`src/pkg/swc_pkg.sv`:
```
// Constants and types for the standby and wake controller.
// Assumes a 20 MHz system clock and a classic Wishbone slave port.
package swc_pkg;
  localparam int unsigned CLK_HZ = 20_000_000;
  localparam int unsigned ADDR_W = 8;
  localparam logic [7:0] OFF_CTRL = 8'h00;
  localparam logic [7:0] OFF_STAT = 8'h04;
  localparam logic [7:0] OFF_MASK = 8'h08;
  localparam logic [7:0] OFF_TRIG = 8'h0c;
  localparam logic [7:0] OFF_OSC = 8'h10;
  localparam logic [7:0] OFF_P0EN = 8'h14;
  localparam logic [7:0] OFF_BT = 8'h18;
  localparam logic [7:0] OFF_STATE = 8'h1c;
  // Standby request codes in the control register
  localparam logic [1:0] REQ_NONE = 2'h0;
  localparam logic [1:0] REQ_PAUSE = 2'h1;
  localparam logic [1:0] REQ_SLEEP = 2'h2;
  localparam logic [1:0] REQ_XSLEEP = 2'h3;
  // Trigger codes per external line
  localparam logic [2:0] TRG_RISE = 3'h0;
  localparam logic [2:0] TRG_FALL = 3'h1;
  localparam logic [2:0] TRG_BOTH = 3'h2;
  localparam logic [2:0] TRG_HIGH = 3'h3;
  localparam logic [2:0] TRG_LOW = 3'h4;
  // Base timer clock source select
  localparam logic [1:0] BTS_SUB = 2'h0;
  localparam logic [1:0] BTS_SYS = 2'h1;
  localparam logic [1:0] BTS_PRE = 2'h2;
  // Status bit positions
  localparam int unsigned ST_EXT = 0;
  localparam int unsigned ST_P0 = 1;
  localparam int unsigned ST_BT = 2;
  localparam int unsigned ST_IR = 3;
  localparam int unsigned ST_WAKE = 4;
  localparam int unsigned ST_W = 5;
  localparam int unsigned SUBCLK_HZ_X1000 = 32_768_000;
  localparam int unsigned OSC_STABLE_US = 100;
  localparam int unsigned OSC_STABLE_CYC =
    (OSC_STABLE_US * (CLK_HZ / 1_000_000) > 0) ?
    OSC_STABLE_US * (CLK_HZ / 1_000_000) : 1;
  localparam int unsigned NF_LEN = 3;
  typedef enum logic [2:0] {
    SWC_RUN, SWC_PAUSE, SWC_SLEEP, SWC_XSLEEP, SWC_SETTLE
  } swc_state_t;
endpackage

```
`src/verilog/swc_edge_det.sv`:
```
// Per-line trigger detector with optional noise filter.
// Assumes the input pin is synchronous to clk.
`timescale 1ns/1ps
`default_nettype none
module swc_edge_det
  import swc_pkg::*;
#(
  parameter int FILT = 0,
  parameter int NF = NF_LEN
)(
  input wire logic clk,
  input wire logic rst_n,
  input wire logic ce,
  input wire logic pin,
  input wire logic [2:0] trig,
  output logic hit
);
  logic [NF-1:0] hist_r;
  logic filt_r;
  logic prev_r;
  logic [NF+1:0] arm_r;
  wire all_hi = &hist_r;
  wire all_lo = ~|hist_r;
  wire cur = (FILT != 0) ? filt_r : pin;
  // Edges ignored until the history holds real samples
  wire armed = (FILT != 0) ? arm_r[NF+1] : arm_r[0];
  wire rise = armed & cur & ~prev_r;
  wire fall = armed & ~cur & prev_r;
  always_ff @(posedge clk or negedge rst_n)
  begin
    if (!rst_n)
    begin
      hist_r <= '0;
      filt_r <= 1'b0;
      prev_r <= 1'b0;
      arm_r <= '0;
    end
    else if (ce)
    begin
      arm_r <= {arm_r[NF:0], 1'b1};
      hist_r <= {hist_r[NF-2:0], pin};
      if (all_hi)
        filt_r <= 1'b1;
      else if (all_lo)
        filt_r <= 1'b0;
      prev_r <= cur;
    end
  end
  always_comb
  begin
    case (trig)
      TRG_RISE: hit = rise;
      TRG_FALL: hit = fall;
      TRG_BOTH: hit = rise | fall;
      TRG_HIGH: hit = cur;
      TRG_LOW: hit = ~cur;
      default: hit = 1'b0;
    endcase
  end
endmodule
`default_nettype wire

```
`src/verilog/swc_top.sv`:
```
// Standby and wake controller: pause, sleep and crystal sleep states.
// Assumes a classic Wishbone master and pins synchronous to clk.
// Overview of operation
// Pause state stops the core while peripherals keep running.
// Pause state stops part of the serial transfer logic.
// Entering pause leaves every oscillator running.
// Pause ends on system reset or any interrupt.
// Sleep stops core, peripherals and all four oscillators.
// Sleep ends on reset pin low, lines A B C E F, or port 0.
// Crystal sleep keeps only base timer and infrared receiver running.
// Crystal sleep stops ceramic, RC and tunable oscillators.
// Crystal sleep keeps the crystal in its state at entry.
// Crystal sleep also ends on base timer or infrared wake.
// Each port 0 pin is a wake input and interrupt source.
// Lines A and B offer edge and level triggers, no both-edge.
// Line D offers rising, falling and both edges only.
// Line D passes a noise filter before edge detection.
// Base timer clocks from subclock, system clock or prescaler.
// Infrared receiver can end crystal sleep.
// After oscillator-stopping sleep, hold core until clock settles.
// Software enters one low-power state by a control write.
`timescale 1ns/1ps
`default_nettype none
module swc_top
  import swc_pkg::*;
#(
  parameter int P0_W = 8,
  parameter int SETTLE_CYC = OSC_STABLE_CYC
)(
  input wire logic clk,
  input wire logic rst_n,
  input wire logic ce,
  input wire logic wb_cyc_i,
  input wire logic wb_stb_i,
  input wire logic wb_we_i,
  input wire logic [swc_pkg::ADDR_W-1:0] wb_adr_i,
  input wire logic [31:0] wb_dat_i,
  input wire logic [3:0] wb_sel_i,
  output logic [31:0] wb_dat_o,
  output logic wb_ack_o,
  input wire logic reset_pin_n,
  input wire logic ext_irq_line_a,
  input wire logic ext_irq_line_b,
  input wire logic ext_irq_line_c,
  input wire logic ext_irq_line_d,
  input wire logic ext_irq_line_e,
  input wire logic ext_irq_line_f,
  input wire logic [P0_W-1:0] port0_in,
  input wire logic subclk_tick,
  input wire logic prescaler_tick,
  input wire logic bt_irq,
  input wire logic ir_irq,
  input wire logic other_irq,
  output logic core_run,
  output logic periph_run,
  output logic serial_run,
  output logic bt_run,
  output logic ir_run,
  output logic ceramic_osc_en,
  output logic internal_resistor_cap_osc_en,
  output logic tunable_osc_en,
  output logic crystal_osc_en,
  output logic bt_clk_tick,
  output logic ext_d_hit,
  output logic irq
);
  swc_state_t st_r, st_nxt;
  logic [1:0] ctrl_req_r;
  logic [ST_W-1:0] stat_r, mask_r;
  logic [17:0] trig_r;
  logic [3:0] osc_r;
  logic xtal_keep_r;
  logic [P0_W-1:0] p0en_r, p0_prev_r;
  logic [1:0] bts_r;
  logic [15:0] settle_r;
  logic ack_r;
  logic [31:0] rdat_r;
  logic hit_a, hit_b, hit_c, hit_d, hit_e, hit_f;

  // Per-line detectors; A and B may not use both-edge
  swc_edge_det u_a (.clk(clk), .rst_n(rst_n), .ce(ce), .pin(ext_irq_line_a),
    .trig(trig_r[2:0] == TRG_BOTH ? TRG_RISE : trig_r[2:0]), .hit(hit_a));
  swc_edge_det u_b (.clk(clk), .rst_n(rst_n), .ce(ce), .pin(ext_irq_line_b),
    .trig(trig_r[5:3] == TRG_BOTH ? TRG_RISE : trig_r[5:3]), .hit(hit_b));
  swc_edge_det u_c (.clk(clk), .rst_n(rst_n), .ce(ce), .pin(ext_irq_line_c),
    .trig(trig_r[8:6]), .hit(hit_c));
  swc_edge_det #(.FILT(1)) u_d (.clk(clk), .rst_n(rst_n), .ce(ce),
    .pin(ext_irq_line_d), .trig(lim_d(trig_r[11:9])), .hit(hit_d));
  swc_edge_det u_e (.clk(clk), .rst_n(rst_n), .ce(ce), .pin(ext_irq_line_e),
    .trig(trig_r[14:12]), .hit(hit_e));
  swc_edge_det u_f (.clk(clk), .rst_n(rst_n), .ce(ce), .pin(ext_irq_line_f),
    .trig(trig_r[17:15]), .hit(hit_f));

  function automatic logic [2:0] lim_d(input logic [2:0] t);
    lim_d = (t == TRG_HIGH || t == TRG_LOW) ? TRG_RISE : t;
  endfunction

  // Wake sources
  wire ext_wake = hit_a | hit_b | hit_c | hit_e | hit_f;
  wire [P0_W-1:0] p0_fall = p0_prev_r & ~port0_in & p0en_r;
  wire p0_wake = |p0_fall;
  wire sleep_wake = ext_wake | p0_wake | ~reset_pin_n;
  wire xsleep_wake = sleep_wake | bt_irq | ir_irq;
  wire any_irq = ext_wake | hit_d | p0_wake | bt_irq | ir_irq | other_irq;
  wire [ST_W-1:0] ev = {sleep_wake & (st_r == SWC_SLEEP || st_r == SWC_XSLEEP),
    ir_irq, bt_irq, p0_wake, ext_wake | hit_d};

  // Wishbone decode
  wire req = wb_cyc_i & wb_stb_i & ~ack_r;
  // Write lands at the edge where the master sees ack
  wire wr = wb_cyc_i & wb_stb_i & ack_r & wb_we_i & wb_sel_i[0];
  wire wr_ctrl = wr && wb_adr_i == OFF_CTRL;
  wire wr_stat = wr && wb_adr_i == OFF_STAT;
  wire wr_mask = wr && wb_adr_i == OFF_MASK;
  wire wr_trig = wr && wb_adr_i == OFF_TRIG;
  wire wr_osc = wr && wb_adr_i == OFF_OSC;
  wire wr_p0en = wr && wb_adr_i == OFF_P0EN;
  wire wr_bt = wr && wb_adr_i == OFF_BT;
  wire [31:0] rmux =
    wb_adr_i == OFF_CTRL ? {30'h0000_0000, ctrl_req_r} :
    wb_adr_i == OFF_STAT ? {27'h000_0000, stat_r} :
    wb_adr_i == OFF_MASK ? {27'h000_0000, mask_r} :
    wb_adr_i == OFF_TRIG ? {14'h0000, trig_r} :
    wb_adr_i == OFF_OSC ? {28'h000_0000, osc_r} :
    wb_adr_i == OFF_P0EN ? {{(32-P0_W){1'b0}}, p0en_r} :
    wb_adr_i == OFF_BT ? {30'h0000_0000, bts_r} :
    wb_adr_i == OFF_STATE ? {29'h0000_0000, st_r} : 32'h0000_0000;

  // State sequencing
  always_comb
  begin
    st_nxt = st_r;
    case (st_r)
      SWC_RUN:
        if (wr_ctrl)
        begin
          case (wb_dat_i[1:0])
            REQ_PAUSE: st_nxt = SWC_PAUSE;
            REQ_SLEEP: st_nxt = SWC_SLEEP;
            REQ_XSLEEP: st_nxt = SWC_XSLEEP;
            default: st_nxt = SWC_RUN;
          endcase
        end
      SWC_PAUSE:
        if (any_irq || !reset_pin_n)
          st_nxt = SWC_RUN;
      SWC_SLEEP:
        if (sleep_wake)
          st_nxt = SWC_SETTLE;
      SWC_XSLEEP:
        if (xsleep_wake)
          st_nxt = SWC_SETTLE;
      SWC_SETTLE:
        if (settle_r == 16'(SETTLE_CYC - 1))
          st_nxt = SWC_RUN;
      default: st_nxt = SWC_RUN;
    endcase
  end

  wire in_pause = st_r == SWC_PAUSE;
  wire in_sleep = st_r == SWC_SLEEP;
  wire in_xs = st_r == SWC_XSLEEP;
  assign core_run = st_r == SWC_RUN;
  assign periph_run = ~(in_sleep | in_xs);
  assign serial_run = ~(in_pause | in_sleep | in_xs);
  assign bt_run = ~in_sleep;
  assign ir_run = ~in_sleep;
  // Pause keeps software oscillator choice; sleep forces all off, crystal sleep all but the crystal
  assign ceramic_osc_en = osc_r[0] & ~in_sleep & ~in_xs;
  assign internal_resistor_cap_osc_en = osc_r[1] & ~in_sleep & ~in_xs;
  assign tunable_osc_en = osc_r[2] & ~in_sleep & ~in_xs;
  assign crystal_osc_en = in_xs ? xtal_keep_r : (osc_r[3] & ~in_sleep);
  assign bt_clk_tick = bts_r == BTS_SUB ? subclk_tick :
    bts_r == BTS_SYS ? 1'b1 : bts_r == BTS_PRE ? prescaler_tick : 1'b0;
  assign ext_d_hit = hit_d;
  assign irq = |(stat_r & mask_r);
  assign wb_ack_o = ack_r;
  assign wb_dat_o = rdat_r;

  always_ff @(posedge clk or negedge rst_n)
  begin
    if (!rst_n)
    begin
      st_r <= SWC_RUN;
      ctrl_req_r <= REQ_NONE;
      stat_r <= '0;
      mask_r <= '0;
      trig_r <= '0;
      osc_r <= 4'hf;
      xtal_keep_r <= 1'b0;
      p0en_r <= '0;
      p0_prev_r <= '0;
      bts_r <= BTS_SUB;
      settle_r <= 16'h0000;
      ack_r <= 1'b0;
      rdat_r <= 32'h0000_0000;
    end
    else if (ce)
    begin
      st_r <= st_nxt;
      ack_r <= req;
      if (req)
        rdat_r <= rmux;
      if (wr_ctrl)
        ctrl_req_r <= wb_dat_i[1:0];
      else if (st_nxt == SWC_RUN)
        ctrl_req_r <= REQ_NONE;
      if (st_r == SWC_RUN && st_nxt == SWC_XSLEEP)
        xtal_keep_r <= osc_r[3];
      settle_r <= (st_r == SWC_SETTLE) ? settle_r + 16'h0001 : 16'h0000;
      // Set wins over write-one-to-clear
      stat_r <= (stat_r & ~(wr_stat ? wb_dat_i[ST_W-1:0] : '0)) | ev;
      if (wr_mask)
        mask_r <= wb_dat_i[ST_W-1:0];
      if (wr_trig)
        trig_r <= wb_dat_i[17:0];
      if (wr_osc)
        osc_r <= wb_dat_i[3:0];
      if (wr_p0en)
        p0en_r <= wb_dat_i[P0_W-1:0];
      if (wr_bt)
        bts_r <= wb_dat_i[1:0];
      p0_prev_r <= port0_in;
    end
  end
endmodule
`default_nettype wire
```
`config.mk`:
```
export PLATFORM = sky130hd
export DESIGN_NAME = swc_top
export DESIGN_NICKNAME = d
export VERILOG_FILES = /design/src/pkg/swc_pkg.sv /design/src/verilog/swc_edge_det.sv /design/src/verilog/swc_top.sv
export SDC_FILE = /design/constraint.sdc
export NUM_CORES = 1
export LEC_CHECK = 0
export ABC_AREA = 1
export BUFFER_PORTS_ARGS = -buffer_cell sky130_fd_sc_hd__buf_2
export CAP_MARGIN = 20
export CELL_PAD_IN_SITES_DETAIL_PLACEMENT = 1
export CELL_PAD_IN_SITES_GLOBAL_PLACEMENT = 2
export CORE_UTILIZATION = 31
export DETAILED_ROUTE_END_ITERATION = 6
export MAX_ROUTING_LAYER = met4
export PLACE_DENSITY_LB_ADDON = 0.3
export SKIP_LAST_GASP = 1
export SLEW_MARGIN = 20
export SYNTH_ARGS = -nofsm -noshare
export SYNTH_HDL_FRONTEND = slang
export SYNTH_SLANG_ARGS = --single-unit
```
`constraint.sdc`:
```
create_clock -name clk -period 2.2 [get_ports clk]
set_input_delay 0.22 -clock clk [delete_from_list [all_inputs] [get_ports clk]]
set_output_delay 0.22 -clock clk [all_outputs]
set_load 0.005 [all_outputs]
```
* Word-level counts from Yosys, hierarchy flattened
Cells that the tools add are included.
** Word-level totals
- Register bits :: 125
- Input bits :: 70
- Output and inout bits :: 45
- Logic and storage cells :: 229
** Cells by class
- $add $sub $neg :: 1
- Equality and inequality tests :: 47
- Multiplexer cells :: 34
- Bitwise logic cells :: 84
- Reductions and logical operators :: 36
** Operator list (count)
- $mux W18 :: 4
- $eq A3 B2 Y1 const B :: 18
- $and A1 B1 Y1 :: 37
- $eq A8 B5 Y1 const B :: 4
- $mux W3 :: 10
- $pmux W1 S5 :: 6
- $eq A3 B3 Y1 const B :: 8
- $logic_not A3 Y1 :: 8
- $or A1 B1 Y1 :: 22
- $eq A3 B1 Y1 const B :: 7
- $not A1 Y1 :: 18
- $reduce_and A2 Y1 :: 9
- $add A16 B1 Y16 const B :: 1
- $and A8 B8 Y8 :: 2
- $eq A16 B11 Y1 const B :: 1
- $eq A8 B4 Y1 const B :: 2
- $mux W16 :: 1
- $mux W8 :: 2
- $pmux W3 S5 :: 1
- $and A5 B5 Y5 :: 2
- $eq A8 B3 Y1 const B :: 1
- $logic_and A1 B1 Y1 :: 8
- $logic_not A8 Y1 :: 1
- $not A8 Y8 :: 1
- 17 further kinds :: 28

* Depth between registers and ports, before layout
- Depth after elaboration :: 20
- Gate-level depth with buffers :: 15
- Gate-level depth less buffers :: 15

* Cells and area by module
From an unflattened synthesis, not the netlist that was laid out.
** Second synthesis, totals
- Cells, all modules :: 766
- Area, all modules :: 5856.9 sq um
** Modules (own cells, without submodules)
- swc_top :: times used 1, cells each 571, area each 4566.9 sq um, seq. area each 2282.2 sq um
- swc_edge_det (u_a ...) :: times used 5, cells each 27, area each 163.9 sq um, seq. area each 50.0 sq um
- swc_edge_det (u_d) :: times used 1, cells each 60, area each 470.5 sq um, seq. area each 250.2 sq um

* Least setup slack after synthesis
OpenSTA, ideal clock, no wires.
- Kind :: reg2reg
- From :: reg, netlist name u_d.arm_r[0]
- To :: reg xtal_keep_r
- Library setup time :: 117 ps
- Arrival :: 1466 ps
- Data required time :: 2083 ps
- Slack :: 617 ps
- Stages on the path, launching flop included :: 14
- Buffers on the path :: 1
- Period minus slack after synthesis :: 1583 ps
- Path through :: dfrtp_1 -> buf_6 -> inv_2 -> o21ai_1 -> nand2_1 -> nand2_1 -> nand2_1 -> nand2_1 -> nor2_1 -> nand4_1 -> nand3_1 -> nand3_1 -> o21ai_1 -> inv_1
** RTL lines
- to (signal assigned) :: RTL line swc_top.sv:209 : xtal_keep_r <= osc_r[3];
- to (decl) :: RTL line swc_top.sv:72 : logic xtal_keep_r;

* Final worst setup path
- From :: reg ack_r, in the netlist wb_ack_o
- To :: reg p0en_r[3]
** On the way
- Word-level cells in the longest chain between the ends :: 5
** RTL lines
- from (decl) :: RTL line swc_top.sv:76 : logic ack_r;
- from (signal assigned) :: RTL line swc_top.sv:201 : ack_r <= req;
- $and A1 B1 Y1 (3 in a row) :: RTL line swc_top.sv:111 : wire wr = wb_cyc_i & wb_stb_i & ack_r & wb_we_i & wb_sel_i[0];
- $logic_and A1 B1 Y1 :: RTL line swc_top.sv:117 : wire wr_p0en = wr && wb_adr_i == OFF_P0EN;
- $reduce_and A2 Y1 (no source line)
- to (signal assigned) :: RTL line swc_top.sv:220 : p0en_r <= wb_dat_i[P0_W-1:0];
- to (decl) :: RTL line swc_top.sv:73 : logic [P0_W-1:0] p0en_r, p0_prev_r;
Every way passes these cells.
A chain may end at the register's enable or synchronous reset.

==> qor.yml <==
drtIter0Drc: 185
path_class: "register to register"
hold_violations: 0
drc: 0
cts-root-buf: "clkbuf_16"
antenna_cells: 0
clk_latency_ns: 0.37
numPlacedInstances: 984
arrival_ns: 2.16
cts-buffers-inserted: 9
synth.avg_cell_area_sq_um: 7.78
yosysSeqAreaShare_pct: 49.9
avgRoutedWirePerCell_um: 15.9
crit_required_ns: 2.42
nFillCells: 2067
peakVddDrop_v: 0.000357
timing.setup.tns_ns: 0
setup_violations: 0
p_leak_nw: 3.17
worstHoldPathType: "input port to register"
cp-start-kind: "register"
cts_tree: "done"
drt_first_pass_iters: 4
postRouteWirelength_um: 15900
drtAntennaViolNets: 0
pre_cts_ws_ns: 0.278
cts.sinks: 106
htreeDepth: 3
first_global_vias: 5037
place_area_sq_mm: 0.00600
finalCritPeriodShare_pct: 88.4
slew_violations: 0
overflow: 0
gp_congestion: 0.849
worst_pin_slew_ns: 0.518
clockBufferDepth: 2
fp.dieH_um: 133
nets: 847
instances_no_fill: 1001
end_kind: "register"
drv_cap: 0
finalClockSkew_ns: 0.0139
die_x_um: 133
grt_use_total_pct: 19.5
yosysTopAreaCellShare_pct: 48.0
port_buffers: 83
post_cts_resized: 0
postLayoutCellArea_sq_mm: 0.00629
cts.reportedPaths.clkPinSlew_ns: 0.08
synth.distinct_cells: 39
core_area_sq_mm: 0.0167
layout.area.seq_sq_mm: 0.00266
vias: 4745
layout_commonest_cell: "nand2_1"
multi_input_area_sq_mm: 0.00221
synth_area_leader_cell: "dfrtp_1"
ys_top_cells_by_area: "dfrtp_1, nand2_1, o21ai_0"
drive_gt1_share_pct: 17.5
antenna_found_initial: 0
grt_max_degree: 51
ys_ff_latch: 106
grt_pass1_wl_um: 25700
hpwl_um: 12000
max_freq_mhz: 514
yosys_warnings: 0
final_cell_mix: "nand2_1, dfrtp_1, o21ai_0"
cp_max_fo: 16
powerDensity_mw_per_mm2: 643
initial_core_util_pct: 31.9
syn-instance-count: 684
rows: 47
power_mw: 4.05
status: "complete, no violations"
slew_headroom_pct: 65.4
vias_per_cell: 4.74
holdBufCountCts: 1
layout_setup_ws_ns: 0.255
syn2layout_area_growth_pct: 18.2
cts_setup_buffers: 0
io_pins: 115
syn_area_sq_mm: 0.00532
rsz0062_at_grt: "false"
finalWorstPathRequiredPeriod_ns: 1.94
dieArea_sq_mm: 0.0177
[final timing paths]
path	startpoint	end	slack (ns)	depth (start not counted)
min	bt_irq	stat_r[2]$_DFFE_PN0P_	0.08	3
max in group asynchronous	rst_n	osc_r[1]$_DFFE_PN1P_	1.06	3
min reg2reg	u_d.hist_r[2]$_DFFE_PN0P_	u_d.hist_r[2]$_DFFE_PN0P_	0.48	2
max reg2reg	wb_ack_o$_DFFE_PN0P_	p0en_r[3]$_DFFE_PN0P_	0.26	7
min in group asynchronous	rst_n	trig_r[16]$_DFFE_PN0P_	0.37	2
max	wb_ack_o$_DFFE_PN0P_	p0en_r[3]$_DFFE_PN0P_	0.26	7
[flip-flops by register name, indices dropped and copies added, names as in the netlist, 2 cells and up]
register,count
p0en_r,8
trig_r,18
st_r,3
stat_r,5
u_d.arm_r,5
u_d.hist_r,3
ctrl_req_r,2
bts_r,2
osc_r,4
wb_dat_o,18
mask_r,5
settle_r,16
p0_prev_r,8
[cell type report]
type / instances / area share (%)
timing repair buffer: 97 / 8.55
tap: 220 / 4.37
clock inverter: 6 / 0.934
multi-input combinational: 476 / 35.1
inverter: 86 / 5.13
clock buffer: 10 / 3.64
sequential: 106 / 42.2
[metal layers]
layer | vias up | global-route usage [%] | part of all wire, %
li1 | 2356 | - | -
met1 | 2306 | 24.6 | 48
met2 | 70 | 32.2 | 48
met3 | 13 | 3.30 | 2.9
met4 | 0 | 5.36 | 1.2
met5 | - | - | 0
[power breakdown]
part / total [mW] / switching (mW) / internal [mW]
combinational: 0.358 / 0.236 / 0.122
clock: 1.63 / 0.829 / 0.797
sequential: 2.06 / 0.0470 / 2.01
total: 4.05 / 1.11 / 2.93
[worst max-delay path: stages, from the launching register on]
cell,delay [ns]
dfrtp_1,0.45
nand3_1,0.11
nor2_1,0.11
inv_1,0.14
nor2_2,0.31
nand2_1,0.41
nand2_1,0.17
o21ai_0,0.10
[Yosys cell counts]
cell,count
a221oi_1,2
o221ai_1,1
nand3_1,33
nand3_2,1
nor3_4,1
clkbuf_1,10
buf_6,1
nor2_2,6
nand2_1,189
buf_4,16
dfstp_2,4
a31oi_1,2
o21ai_0,85
conb_1,1
buf_2,2
o211ai_1,3
dfrtp_1,102
a22o_1,2
nand4_1,11
nor4_1,1
o21a_1,5
nand4_2,1
or2_2,1
a21oi_1,28
nor2_1,60
o22ai_1,3
nor2_4,4
o21ai_1,3
nor3_1,10
o41ai_1,1
inv_2,6
o2111a_1,1
a211oi_1,2
nand2_2,1
inv_1,80
o2111ai_1,1
nand2_4,1
xor2_1,2
ha_1,1
[per-stage QoR]
stage / util, % / hold slack, ns
final: 37.7 / 0.0782
after global routing: 37.7 / 0.0911
after CTS: 37.7 / 0.0691
after detailed placement: 35.9 / 0.233
after global placement: 35.9 / 0.228
after floorplan: - / -0.0756
[cells by family (layout without fill, tap and decap cells)]
family / Yosys count / count (layout) / synth area share (%)
buffers and inverters: 115 / 199 / 9.43
adder cells (fa/ha/maj): 1 / 1 / 0.235
other: 1 / 14 / 0.0705
XOR/XNOR: 2 / 2 / 0.329
flip-flops: 106 / 106 / 49.9
AND/OR/NAND/NOR: 320 / 320 / 25.7
AO/OA/AOI/OAI: 139 / 139 / 14.3
No activity file was read; power rests on OpenSTA's default activity.
